File: config.mk
export PLATFORM = sky130hd
export DESIGN_NAME = lpdl_top
export DESIGN_NICKNAME = d
export VERILOG_FILES = /design/src/logic/lpdl_pkg.sv /design/src/logic/lpdl_delay_if.sv /design/src/logic/lpdl_delay.sv /design/src/logic/lpdl_top.sv
export VERILOG_INCLUDE_DIRS = /design/src /design/src/logic
export SDC_FILE = /design/constraint.sdc
export NUM_CORES = 1
export LEC_CHECK = 0
export BUFFER_PORTS_ARGS = -buffer_cell sky130_fd_sc_hd__buf_2
export CORE_MARGIN = 1
export CORE_UTILIZATION = 52
export CTS_CLUSTER_SIZE = 20
export DETAILED_ROUTE_END_ITERATION = 10
export PLACE_DENSITY = 0.74
export SYNTH_ARGS = -nofsm -noshare
export SYNTH_HDL_FRONTEND = slang
export SYNTH_HIERARCHICAL = 1
export SYNTH_SLANG_ARGS = --single-unit
export TNS_END_PERCENT = 100
File: constraint.sdc
create_clock -name MCLK -period 1.7 [get_ports MCLK]
set_clock_uncertainty 0.2 [all_clocks]
set_input_delay 0.17 -clock MCLK [delete_from_list [all_inputs] [get_ports MCLK]]
set_output_delay 0.17 -clock MCLK [all_outputs]
set_load 0.05 [all_outputs]
File: src/logic/lpdl_cfg.svh
// Constants for the loop phase detector and lock indicator
`ifndef LPDL_CFG_SVH
`define LPDL_CFG_SVH

// ----------------------------------------
// Timing
// ----------------------------------------
`define LPDL_CLK_PERIOD_NS 50
`define LPDL_WINDOW_NS 1500
`define LPDL_WINDOW_CYC ((`LPDL_WINDOW_NS) / (`LPDL_CLK_PERIOD_NS))
`define LPDL_DELAY_NS 200
`define LPDL_DELAY_CYC ((`LPDL_DELAY_NS) / (`LPDL_CLK_PERIOD_NS))

// ----------------------------------------
// Divider ratio and lock reset
// ----------------------------------------
`define LPDL_RATIO_BASE 40
`define LPDL_RATIO_FIXED 35
`define LPDL_RATIO_STROBE 4
`define LPDL_LOCK_RESET 1'b0

`endif

File: src/logic/lpdl_pkg.sv
// Types for the loop phase detector and lock indicator
package lpdl_pkg;
	typedef enum logic [2:0]
	{
		LPDL_IDLE = 3'b001,
		LPDL_WINDOW = 3'b010,
		LPDL_DONE = 3'b100
	} lpdl_win_state_t;
	typedef logic [4:0] lpdl_mhz_t;
	typedef logic [6:0] lpdl_ratio_t;
endpackage

File: src/logic/lpdl_delay_if.sv
// Carrier between the detector core and its delay lines
`timescale 1ns/1ns
`default_nettype none
interface lpdl_delay_if;
	logic fast_in;
	logic slow_in;
	logic fast_out;
	logic slow_out;
	modport core (output fast_in, output slow_in, input fast_out, input slow_out);
	modport line (input fast_in, input slow_in, output fast_out, output slow_out);
endinterface
`default_nettype wire

File: src/logic/lpdl_delay.sv
// Fixed shift delay of the detector true outputs
`timescale 1ns/1ns
`default_nettype none
`include "lpdl_cfg.svh"
module lpdl_delay
#(
	parameter int DEPTH = `LPDL_DELAY_CYC
)
(
	input wire logic clk,
	input wire logic arst_n,
	lpdl_delay_if.line dl
);
	logic [DEPTH-1:0] fast_reg;
	logic [DEPTH-1:0] slow_reg;
	logic [DEPTH-1:0] fast_next;
	logic [DEPTH-1:0] slow_next;

	generate
		if (DEPTH > 1)
		begin : g_long
			assign fast_next = {fast_reg[DEPTH-2:0], dl.fast_in};
			assign slow_next = {slow_reg[DEPTH-2:0], dl.slow_in};
		end
		else
		begin : g_short
			assign fast_next = dl.fast_in;
			assign slow_next = dl.slow_in;
		end
	endgenerate

	always_ff @(posedge clk or negedge arst_n)
	begin
		if (!arst_n)
		begin
			fast_reg <= '0;
			slow_reg <= '0;
		end
		else
		begin
			fast_reg <= fast_next;
			slow_reg <= slow_next;
		end
	end

	assign dl.fast_out = fast_reg[DEPTH-1];
	assign dl.slow_out = slow_reg[DEPTH-1];

	a_delay_fast: assert property (@(posedge clk) disable iff (!arst_n)
		dl.fast_in |-> ##DEPTH dl.fast_out)
		else $error("fast delay line lost pulse");
	a_delay_slow: assert property (@(posedge clk) disable iff (!arst_n)
		!dl.slow_in |-> ##DEPTH !dl.slow_out)
		else $error("slow delay line invented pulse");
endmodule
`default_nettype wire

File: src/logic/lpdl_top.sv
// Phase-frequency detector with fast-lock boost and lock flag
`timescale 1ns/1ns
`default_nettype none
`include "lpdl_cfg.svh"
module lpdl_top
#(
	parameter int WINDOW_CYC = `LPDL_WINDOW_CYC,
	parameter int DELAY_CYC = `LPDL_DELAY_CYC
)
(
	input wire logic MCLK,
	input wire logic ARST_N,
	input wire logic DIV_PULSE,
	input wire logic REF_OSC,
	input wire lpdl_pkg::lpdl_mhz_t MHZ_SETTING,
	output logic LOWER_DRIVE,
	output logic RAISE_DRIVE,
	output logic LOWER_BOOST,
	output logic RAISE_BOOST,
	output logic IN_LOCK,
	output lpdl_pkg::lpdl_ratio_t LOOP_DIVISION_RATIO
);
	import lpdl_pkg::*;

	// ----------------------------------------
	// Edge detection and reference halver
	// ----------------------------------------
	logic div_d_reg;
	logic ref_d_reg;
	logic halver_reg;
	logic halver_d_reg;
	logic div_rise;
	logic ref_osc_rise;
	logic ref_rise;

	assign div_rise = DIV_PULSE && !div_d_reg;
	assign ref_osc_rise = REF_OSC && !ref_d_reg;
	assign ref_rise = halver_reg && !halver_d_reg;

	always_ff @(posedge MCLK or negedge ARST_N)
	begin
		if (!ARST_N)
		begin
			div_d_reg <= 1'b0;
			ref_d_reg <= 1'b0;
			halver_reg <= 1'b0;
			halver_d_reg <= 1'b0;
		end
		else
		begin
			div_d_reg <= DIV_PULSE;
			ref_d_reg <= REF_OSC;
			halver_reg <= halver_reg ^ ref_osc_rise;
			halver_d_reg <= halver_reg;
		end
	end

	// ----------------------------------------
	// Detector flop pair
	// ----------------------------------------
	logic fast_reg;
	logic slow_reg;
	logic fast_next;
	logic slow_next;
	logic clear_both;

	// Both set this cycle: clear at once, so coincidence yields no pulse
	assign clear_both = (fast_reg || div_rise) && (slow_reg || ref_rise);
	assign fast_next = clear_both ? 1'b0 : (fast_reg || div_rise);
	assign slow_next = clear_both ? 1'b0 : (slow_reg || ref_rise);

	always_ff @(posedge MCLK or negedge ARST_N)
	begin
		if (!ARST_N)
		begin
			fast_reg <= 1'b0;
			slow_reg <= 1'b0;
		end
		else
		begin
			fast_reg <= fast_next;
			slow_reg <= slow_next;
		end
	end

	// ----------------------------------------
	// Window one-shot
	// ----------------------------------------
	localparam int WBITS = $clog2(WINDOW_CYC + 1);
	lpdl_win_state_t win_reg;
	lpdl_win_state_t win_next;
	logic [WBITS-1:0] wcnt_reg;
	logic [WBITS-1:0] wcnt_next;
	logic trigger;
	logic window_on;
	logic window_end;
	logic window_done;

	// Falling inverted output equals rising true output
	assign trigger = fast_next && !fast_reg || slow_next && !slow_reg;
	assign window_on = (win_reg == LPDL_WINDOW);
	assign window_end = window_on && (wcnt_reg == WBITS'(WINDOW_CYC - 1));
	// First cycle with the window closed, where the gates become valid
	assign window_done = (win_reg == LPDL_DONE);

	always_comb
	begin
		win_next = win_reg;
		wcnt_next = wcnt_reg;
		case (win_reg)
			LPDL_IDLE:
			begin
				if (trigger)
				begin
					win_next = LPDL_WINDOW;
					wcnt_next = '0;
				end
			end
			LPDL_WINDOW:
			begin
				wcnt_next = wcnt_reg + WBITS'(1);
				if (window_end)
					win_next = LPDL_DONE;
			end
			LPDL_DONE:
			begin
				win_next = LPDL_IDLE;
				if (trigger)
				begin
					win_next = LPDL_WINDOW;
					wcnt_next = '0;
				end
			end
			default:
				win_next = LPDL_IDLE;
		endcase
	end

	always_ff @(posedge MCLK or negedge ARST_N)
	begin
		if (!ARST_N)
		begin
			win_reg <= LPDL_IDLE;
			wcnt_reg <= '0;
		end
		else
		begin
			win_reg <= win_next;
			wcnt_reg <= wcnt_next;
		end
	end

	// ----------------------------------------
	// Delayed pulses and fast-lock gates
	// ----------------------------------------
	lpdl_delay_if dl ();
	assign dl.fast_in = fast_reg;
	assign dl.slow_in = slow_reg;

	lpdl_delay #(.DEPTH(DELAY_CYC)) u_delay
	(
		.clk(MCLK),
		.arst_n(ARST_N),
		.dl(dl)
	);

	logic gate_fast_n;
	logic gate_slow_n;

	// Gate low when delayed pulse still high once window is over
	assign gate_fast_n = !(dl.fast_out && !window_on);
	assign gate_slow_n = !(dl.slow_out && !window_on);

	// ----------------------------------------
	// Lock flag flop
	// ----------------------------------------
	logic lock_q_reg;
	logic lock_q_next;

	// Clocked as the window closes; a gate is never low inside the window
	assign lock_q_next = !gate_fast_n ? 1'b1 :
		(window_done ? !gate_slow_n : lock_q_reg);

	always_ff @(posedge MCLK or negedge ARST_N)
	begin
		if (!ARST_N)
			lock_q_reg <= `LPDL_LOCK_RESET;
		else
			lock_q_reg <= lock_q_next;
	end

	// ----------------------------------------
	// Outputs
	// ----------------------------------------
	logic lower_reg;
	logic raise_reg;
	logic lboost_reg;
	logic rboost_reg;
	lpdl_ratio_t ratio_reg;

	always_ff @(posedge MCLK or negedge ARST_N)
	begin
		if (!ARST_N)
		begin
			lower_reg <= 1'b0;
			raise_reg <= 1'b0;
			lboost_reg <= 1'b0;
			rboost_reg <= 1'b0;
			ratio_reg <= lpdl_ratio_t'(`LPDL_RATIO_BASE);
		end
		else
		begin
			lower_reg <= fast_next;
			raise_reg <= slow_next;
			lboost_reg <= !gate_fast_n;
			rboost_reg <= !gate_slow_n;
			ratio_reg <= lpdl_ratio_t'(`LPDL_RATIO_BASE) + lpdl_ratio_t'(MHZ_SETTING);
		end
	end

	assign LOWER_DRIVE = lower_reg;
	assign RAISE_DRIVE = raise_reg;
	assign LOWER_BOOST = lboost_reg;
	assign RAISE_BOOST = rboost_reg;
	assign IN_LOCK = !lock_q_reg;
	assign LOOP_DIVISION_RATIO = ratio_reg;

	// ----------------------------------------
	// Checks
	// ----------------------------------------
	logic [WBITS-1:0] win_len_reg;
	logic [WBITS-1:0] win_len_next;

	// Cycles the window has stood so far
	assign win_len_next = window_on ? win_len_reg + WBITS'(1) : '0;

	always_ff @(posedge MCLK or negedge ARST_N)
	begin
		if (!ARST_N)
			win_len_reg <= '0;
		else
			win_len_reg <= win_len_next;
	end

	a_clear_both: assert property (@(posedge MCLK) disable iff (!ARST_N)
		!(fast_reg && slow_reg))
		else $error("both detector flops high together");
	a_div_sets: assert property (@(posedge MCLK) disable iff (!ARST_N)
		div_rise && !slow_reg && !ref_rise |=> fast_reg)
		else $error("divider edge did not set flop");
	a_ref_sets: assert property (@(posedge MCLK) disable iff (!ARST_N)
		ref_rise && !fast_reg && !div_rise |=> slow_reg)
		else $error("reference edge did not set flop");
	a_halver_toggle: assert property (@(posedge MCLK) disable iff (!ARST_N)
		ref_osc_rise |=> halver_reg != $past(halver_reg))
		else $error("reference halver did not toggle");
	a_lower_follows: assert property (@(posedge MCLK) disable iff (!ARST_N)
		fast_reg && ref_rise |=> !LOWER_DRIVE && !RAISE_DRIVE)
		else $error("lower drive not ended by reference edge");
	a_raise_follows: assert property (@(posedge MCLK) disable iff (!ARST_N)
		slow_reg && div_rise |=> !RAISE_DRIVE && !LOWER_DRIVE)
		else $error("raise drive not ended by divider edge");
	a_coincide_quiet: assert property (@(posedge MCLK) disable iff (!ARST_N)
		div_rise && ref_rise && !fast_reg && !slow_reg |=> !LOWER_DRIVE && !RAISE_DRIVE)
		else $error("coincident edges gave correction");
	a_window_start: assert property (@(posedge MCLK) disable iff (!ARST_N)
		trigger && !window_on |=> window_on)
		else $error("window not started");
	a_window_len: assert property (@(posedge MCLK) disable iff (!ARST_N)
		$fell(window_on) |-> win_len_reg == WBITS'(WINDOW_CYC))
		else $error("window length wrong");
	a_window_max: assert property (@(posedge MCLK) disable iff (!ARST_N)
		win_len_reg <= WBITS'(WINDOW_CYC))
		else $error("window overran its length");
	a_preset_unlock: assert property (@(posedge MCLK) disable iff (!ARST_N)
		!gate_fast_n |=> !IN_LOCK)
		else $error("fast gate did not force unlock");
	a_fast_boost: assert property (@(posedge MCLK) disable iff (!ARST_N)
		!gate_fast_n |=> LOWER_BOOST)
		else $error("lower boost missing");
	a_slow_boost: assert property (@(posedge MCLK) disable iff (!ARST_N)
		!gate_slow_n |=> RAISE_BOOST)
		else $error("raise boost missing");
	a_slow_unlock: assert property (@(posedge MCLK) disable iff (!ARST_N)
		window_done && !gate_slow_n |=> !IN_LOCK)
		else $error("slow gate did not unlock");
	a_lock_set: assert property (@(posedge MCLK) disable iff (!ARST_N)
		window_done && gate_slow_n && gate_fast_n |=> IN_LOCK)
		else $error("lock not flagged");
	a_lock_hold: assert property (@(posedge MCLK) disable iff (!ARST_N)
		!window_done && gate_fast_n |=> IN_LOCK == $past(IN_LOCK))
		else $error("lock flag changed between window ends");
	a_ratio: assert property (@(posedge MCLK) disable iff (!ARST_N)
		##1 LOOP_DIVISION_RATIO ==
			lpdl_ratio_t'(`LPDL_RATIO_BASE) + lpdl_ratio_t'($past(MHZ_SETTING)))
		else $error("division ratio wrong");

	c_lower: cover property (@(posedge MCLK) disable iff (!ARST_N) $rose(LOWER_BOOST));
	c_raise: cover property (@(posedge MCLK) disable iff (!ARST_N) $rose(RAISE_BOOST));
	c_lock: cover property (@(posedge MCLK) disable iff (!ARST_N) $rose(IN_LOCK));
	c_coincide: cover property (@(posedge MCLK) disable iff (!ARST_N) div_rise && ref_rise);
	c_slow_unlock: cover property (@(posedge MCLK) disable iff (!ARST_N) window_done && !gate_slow_n);
endmodule
`default_nettype wire

==> reports/metrics.yaml, run 1 <==
p_per_area_nw_per_um2: 1550
synth-simple-area-share_pct: 16.4
antenna_found_initial: 0
largest_reg_flops: 7
drc: 0
cts_max_level: 2
drt_wl_total_mm: 2.00
ys_seq_elements: 32
fp.dieH_um: 48.8
ys_types: 25
synth_top_area_share_pct: 63.7
hold_viol: 0
yosys-mux-area-fraction_pct: 0
synth.yosys.seq_area_share_pct: 70.7
die_w_um: 48.8
p_seq_share_pct: 48.7
drtPass1Iterations: 4
synth_top_family_by_area: "simple AND/OR/NAND/NOR gates"
status: "completed"
clock_sinks: 32
cts_buffers: 5
r2r_cells: 5
power_frac_comb_pct: 27.1
die-area_um2: 2380
p_switching_w: 0.000746
fmax_mhz: 607
rr_startpoint: "win_reg[0]$_DFFE_PN1P_"
setup_violations: 0
crit_slowest_cell: "dfstp_2"
gp_congestion: 0.703
cts_tree: "yes"
whs_ns: 0.162
worstPathMaxFanout: 4
synth-compound-area-share_pct: 6.04
grt_overflow: 0
intPower_w: 0.00151
rsz0062_at_grt: "false"
hpwl_mm: 1.26
slew-limit-headroom_pct: 55.0
synthesis.nets: 93
first_iter_violations: 9
whs_endpoint: "u_delay/fast_reg[1]$_DFF_PN0_"
syn_to_final_growth_pct: 28.4
fin_util_pct: 73.0
synth_area_leader_cell: "dfrtp_1"
placed_cells: 129
ios: 21
viasPerCell: 4.93
r2r_slack_ns: 0.05
async_flop_share_pct: 100
fin_cells: 148
antenna_left: 0
min_from: "u_delay/fast_reg[0]$_DFF_PN0_"
critPathBufInv: 1
period_needed_ns: 1.65
start_util_pct: 56.9
synthCells: 81
synth_top_flop_cell: "dfrtp_1"
portBuffers: 20
vdd_drop_max_uv: 1100
rows: 16
synth-edff-count: 0
swShare_pct: 33.0
required_ns: 1.72
finalMaxSlewViolations: 0
synth_area_per_cell_um2: 14.1
syn_area_um2: 1140
grt_max_degree: 33
yosysMostFrequentCell: "dfrtp_1"
core_um2: 2000
pwr-share-clk_pct: 24.2
min_path_cells: 0
wire_per_inst_um: 13.5
synthAdderAreaFrac_pct: 3.30
layout.nets: 132
cts_root_buf: "clkbuf_4"
antenna_cells: 0
cp_slowest_stage_delay_ns: 0.55
ys.warnings.count: 6
insertion_delay_ns: 0.32
hold_path_class: "reg -> reg"
synthTopCellsByArea: "dfrtp_1 (64%), dfstp_2 (6.9%), ha_1 (3.3%)"
critical_path_arrival_ns: 1.66
cts_buffer_depth: 2
preCtsSetupSlack_ns: 0.0324
fin_tns_setup_ns: 0
p_leak_nw: 0.711
critPathKind: "reg -> reg"
grt_pass1_vias: 746
synth_top_cells_by_count: "dfrtp_1 (29), nand2_1 (6), nor2_1 (5)"
rr_endpoint: "win_reg[1]$_DFFE_PN0P_"
layout-drive-gt1-share_pct: 33.1
critPathTopFamily: "flip-flops"
maxCapViolCount: 0
grt_usage_pct: 20.2
dr_total_vias: 730
synthXorXnorAreaFrac_pct: 2.31
clkTransAtPathRegs_ns: 0.09
worstMarginPinSlew_ns: 0.675
setup_slack_ns: 0.0527
worstPathCellList: "and2b_1, o21bai_2, nor4_4, buf_4, a21o_2"
period_share_pct: 96.9
cp-end-kind: "register"
cp-start-kind: "register"
grt_pass1_wl_mm: 3.37
## metrics by stage
stage / power (W) / cell area (um2)
floorplan: 0.00151 / 1140
global placement: 0.00163 / 1280
detailed placement: 0.00166 / 1280
CTS: 0.00228 / 1460
global route: 0.00238 / 1460
finish: 0.00226 / 1460
## worst max-delay path by stage
stage / from / end / slack [ns] / cells after the start
2_1_floorplan: win_reg[0]$_DFFE_PN1P_ / win_reg[1]$_DFFE_PN0P_ / 0.16 / 4
6_report: win_reg[0]$_DFFE_PN1P_ / win_reg[1]$_DFFE_PN0P_ / 0.05 / 5
5_1_grt: win_reg[0]$_DFFE_PN1P_ / win_reg[1]$_DFFE_PN0P_ / 0.02 / 5
3_5_place_dp: win_reg[0]$_DFFE_PN1P_ / wcnt_reg[4]$_DFFE_PN0P_ / 0.03 / 4
4_1_cts: win_reg[0]$_DFFE_PN1P_ / wcnt_reg[0]$_DFFE_PN0P_ / 0.009 / 5
3_3_place_gp: halver_reg$_DFF_PN0_ / wcnt_reg[0]$_DFFE_PN0P_ / 0.09 / 4
## cells in the final DEF (no fill, tap or decap), drive strengths merged, types with 2 or more instances in the layout
cell,n
nand2b,2
inv,4
ha,3
nor2,5
and2b,3
dfstp,3
xnor2,2
buf,24
nand4,3
nor2b,3
o21ai,4
nand2,6
clkbuf,6
dlygate4sd3,8
nor3,2
dfrtp,29
nand3b,2
## what timing repair did
| item | CTS | global route |
|---|---|---|
| hold buffers | 8 | 0 |
| setup endpoints to repair | 1 | 5 |
| pin swaps | 2 | 1 |
| hold endpoints to repair | 39 | 0 |
| buffers inserted | 3 | 0 |
| resized for setup | 1 | 1 |
## area by class of cell
type	instances	area [um2]
clock inverter	2	35.0
timing repair buffer	32	210
clock buffer	6	41.3
tap	27	33.8
sequential	32	805
inverter	4	15.0
multi-input combinational	45	322
fill	147	541
## power groups by stage
stage | Sequential, W | Clock [W] | Combinational [W]
floorplan | 0.00126 | 0 | 0.000249
global placement | 0.00110 | 0 | 0.000531
detailed placement | 0.00112 | 0 | 0.000546
CTS | 0.00110 | 0.000558 | 0.000615
global route | 0.00113 | 0.000597 | 0.000657
finish | 0.00110 | 0.000548 | 0.000612
## per-layer routing
metal  routed length (um)  track usage (%)  vias up
li1                     -                -      351
met1                  816             23.1      361
met2                 1080             34.0       16
met3                   83             8.41        2
met4                   15             7.35        0
met5                    0                0        -
## logic make-up (layout without fill, tap and decap cells)
family | count (synthesis) | in the layout
buffers and inverters | 4 | 44
DFF | 32 | 32
and+or+nand+nor | 29 | 29
xor gates and xnor gates | 3 | 3
AOI/OAI and AO/OA | 10 | 10
adders and majority gates | 3 | 3
Note: power is estimated with default switching activity, not from simulation.
==> run 2, diff against run 1 <==
--- a/config.mk
+++ b/config.mk
@@ -8,10 +8,10 @@
 export LEC_CHECK = 0
 export BUFFER_PORTS_ARGS = -buffer_cell sky130_fd_sc_hd__buf_2
 export CORE_MARGIN = 1
-export CORE_UTILIZATION = 52
+export CORE_UTILIZATION = 45
 export CTS_CLUSTER_SIZE = 20
 export DETAILED_ROUTE_END_ITERATION = 10
-export PLACE_DENSITY = 0.74
+export PLACE_DENSITY = 0.66
 export SYNTH_ARGS = -nofsm -noshare
 export SYNTH_HDL_FRONTEND = slang
 export SYNTH_HIERARCHICAL = 1
==> run 2 against run 1 <==
Against the previous run:
- critical path depth did not move
- sequential share of layout area fell by 0.23 points
- total power fell by 0.29%
- largest cell class unchanged
- combinational power barely moved
- non-clock buffer count fell by 1
- sequential power barely moved
- setup slack got worse by 0.014 ns
- worst hold slack got worse by 0.0085 ns
- clock power barely moved
- cell count did not move
==> reports/metrics.yaml, run 2 (synthesis results as in run 1) <==
portBuffers: 20
antenna_left: 0
cts_buffers: 5
p_seq_share_pct: 48.5
slew-limit-headroom_pct: 54.6
status: "completed"
swShare_pct: 32.8
r2r_cells: 5
start_util_pct: 49.6
fin_tns_setup_ns: 0
p_leak_nw: 0.714
clock_sinks: 32
worstMarginPinSlew_ns: 0.681
insertion_delay_ns: 0.32
layout_common_cells: "dfrtp_1 (29), buf_2 (20), dlygate4sd3_1 (8)"
rsz0062_at_grt: "true"
first_iter_violations: 15
gp_congestion: 0.662
placed_cells: 130
fp.dieH_um: 52.3
syn_to_final_growth_pct: 28.9
drt_wl_total_mm: 1.81
critical_path_arrival_ns: 1.68
grt_usage_pct: 16.7
crit_slowest_cell: "dfstp_2"
vdd_drop_max_uv: 964
hold_path_class: "reg -> reg"
worstPathCellList: "and2b_1, o21bai_4, nor4_4, buf_4, a21o_2"
cts_root_buf: "clkbuf_4"
core_um2: 2300
die-area_um2: 2740
min_path_cells: 0
cts_tree: "yes"
maxCapViolCount: 0
grt_pass1_vias: 668
layout-drive-gt1-share_pct: 32.5
fmax_mhz: 602
hold_viol: 0
cp-end-kind: "register"
antenna_found_initial: 0
wire_per_inst_um: 12.2
required_ns: 1.72
largest_reg_flops: 7
die_w_um: 52.3
clkTransAtPathRegs_ns: 0.09
layout_commonest_cell: "dfrtp_1"
grt_pass1_wl_mm: 3.07
p_per_area_nw_per_um2: 1540
drc: 0
intPower_w: 0.00151
layout.nets: 131
setup_violations: 0
cp-start-kind: "register"
antenna_cells: 0
cts_buffer_depth: 2
period_needed_ns: 1.66
grt_overflow: 0
critPathKind: "reg -> reg"
worstPathMaxFanout: 7
period_share_pct: 97.7
whs_ns: 0.154
grt_max_degree: 33
fin_cells: 148
viasPerCell: 4.80
finalMaxSlewViolations: 0
dr_total_vias: 711
drtPass1Iterations: 4
rows: 17
cts_max_level: 2
power_frac_comb_pct: 27.1
hpwl_mm: 1.18
ios: 21
pwr-share-clk_pct: 24.4
p_switching_w: 0.000740
cp_slowest_stage_delay_ns: 0.55
-- run 2: cell count changes in the layout (fill, tap and decap cells not counted) --
cell,previous run,this run
o21ai_0,3,2
o21bai_2,1,0
nor2b_4,0,1
nor2b_2,1,0
o21bai_4,0,1
o21ai_1,1,2
buf_4,4,3
-- run 2: layout make-up --
type                            instances  area (um2)
Fill cell                             196         830
Sequential cell                        32         805
Multi-Input combinational cell         45         334
Timing Repair Buffer                   31         203
Clock buffer                            6        41.3
Clock inverter                          2        35.0
Tap cell                               28        35.0
Inverter                                4        15.0
-- run 2: timing repair --
item                                    in CTS  in global routing
endpoints found under the hold margin       39                  0
pin swaps                                    2                  0
endpoints found under the setup margin       2                  6
resized for setup                            2                  3
hold buffers                                 8                  0
buffers inserted                             1                  1
cloned                                       0                  0
-- run 2: stage by stage --
stage,util (%),cell area (um2),setup WS [ns],total power [W]
4_1_cts,63.3,1460,0.0185,0.00225
2_1_floorplan,-,1140,0.162,0.00151
3_3_place_gp,55.8,1280,0.0836,0.00163
6_report,63.9,1470,0.0388,0.00225
3_5_place_dp,55.8,1280,0.00661,0.00166
5_1_grt,63.9,1470,-0.00426,0.00238
-- run 2: metal layers --
metal / track usage [%] / part of all wire [%]
met1: 20.7 / 47
met2: 24.3 / 47
met3: 8.70 / 5.7
met4: 6.58 / 0
met5: 0 / 0
-- run 2: worst max-delay path, delay by kind of cell, from the launching register on --
kind | cells | cell delay [ns]
AO/OA/AOI/OAI | 2 | 0.36
buffers and inverters | 1 | 0.16
AND/OR/NAND/NOR | 2 | 0.28
flip-flops | 1 | 0.55
-- run 2: power by group through the flow --
| stage | Sequential (W) | Combinational, W | Clock, W |
|---|---|---|---|
| final | 0.00109 | 0.000612 | 0.000549 |
| after global routing | 0.00112 | 0.000662 | 0.000599 |
| after CTS | 0.00110 | 0.000588 | 0.000563 |
| after detailed placement | 0.00111 | 0.000544 | 0 |
| after global placement | 0.00110 | 0.000533 | 0 |
| after floorplan | 0.00126 | 0.000249 | 0 |
-- run 2: worst paths after layout --
kind                                                from                       endpoint  slack, ns
hold reg to reg            u_delay/fast_reg[1]$_DFF_PN0_  u_delay/fast_reg[2]$_DFF_PN0_       0.15
min in group asynchronous                         ARST_N  u_delay/slow_reg[2]$_DFF_PN0_       0.23
hold / removal             u_delay/fast_reg[1]$_DFF_PN0_  u_delay/fast_reg[2]$_DFF_PN0_       0.15
setup / recovery                  win_reg[0]$_DFFE_PN1P_         win_reg[1]$_DFFE_PN0P_       0.04
setup reg to reg                  win_reg[0]$_DFFE_PN1P_         win_reg[1]$_DFFE_PN0P_       0.04
max in group asynchronous                         ARST_N        wcnt_reg[4]$_DFFE_PN0P_       0.64
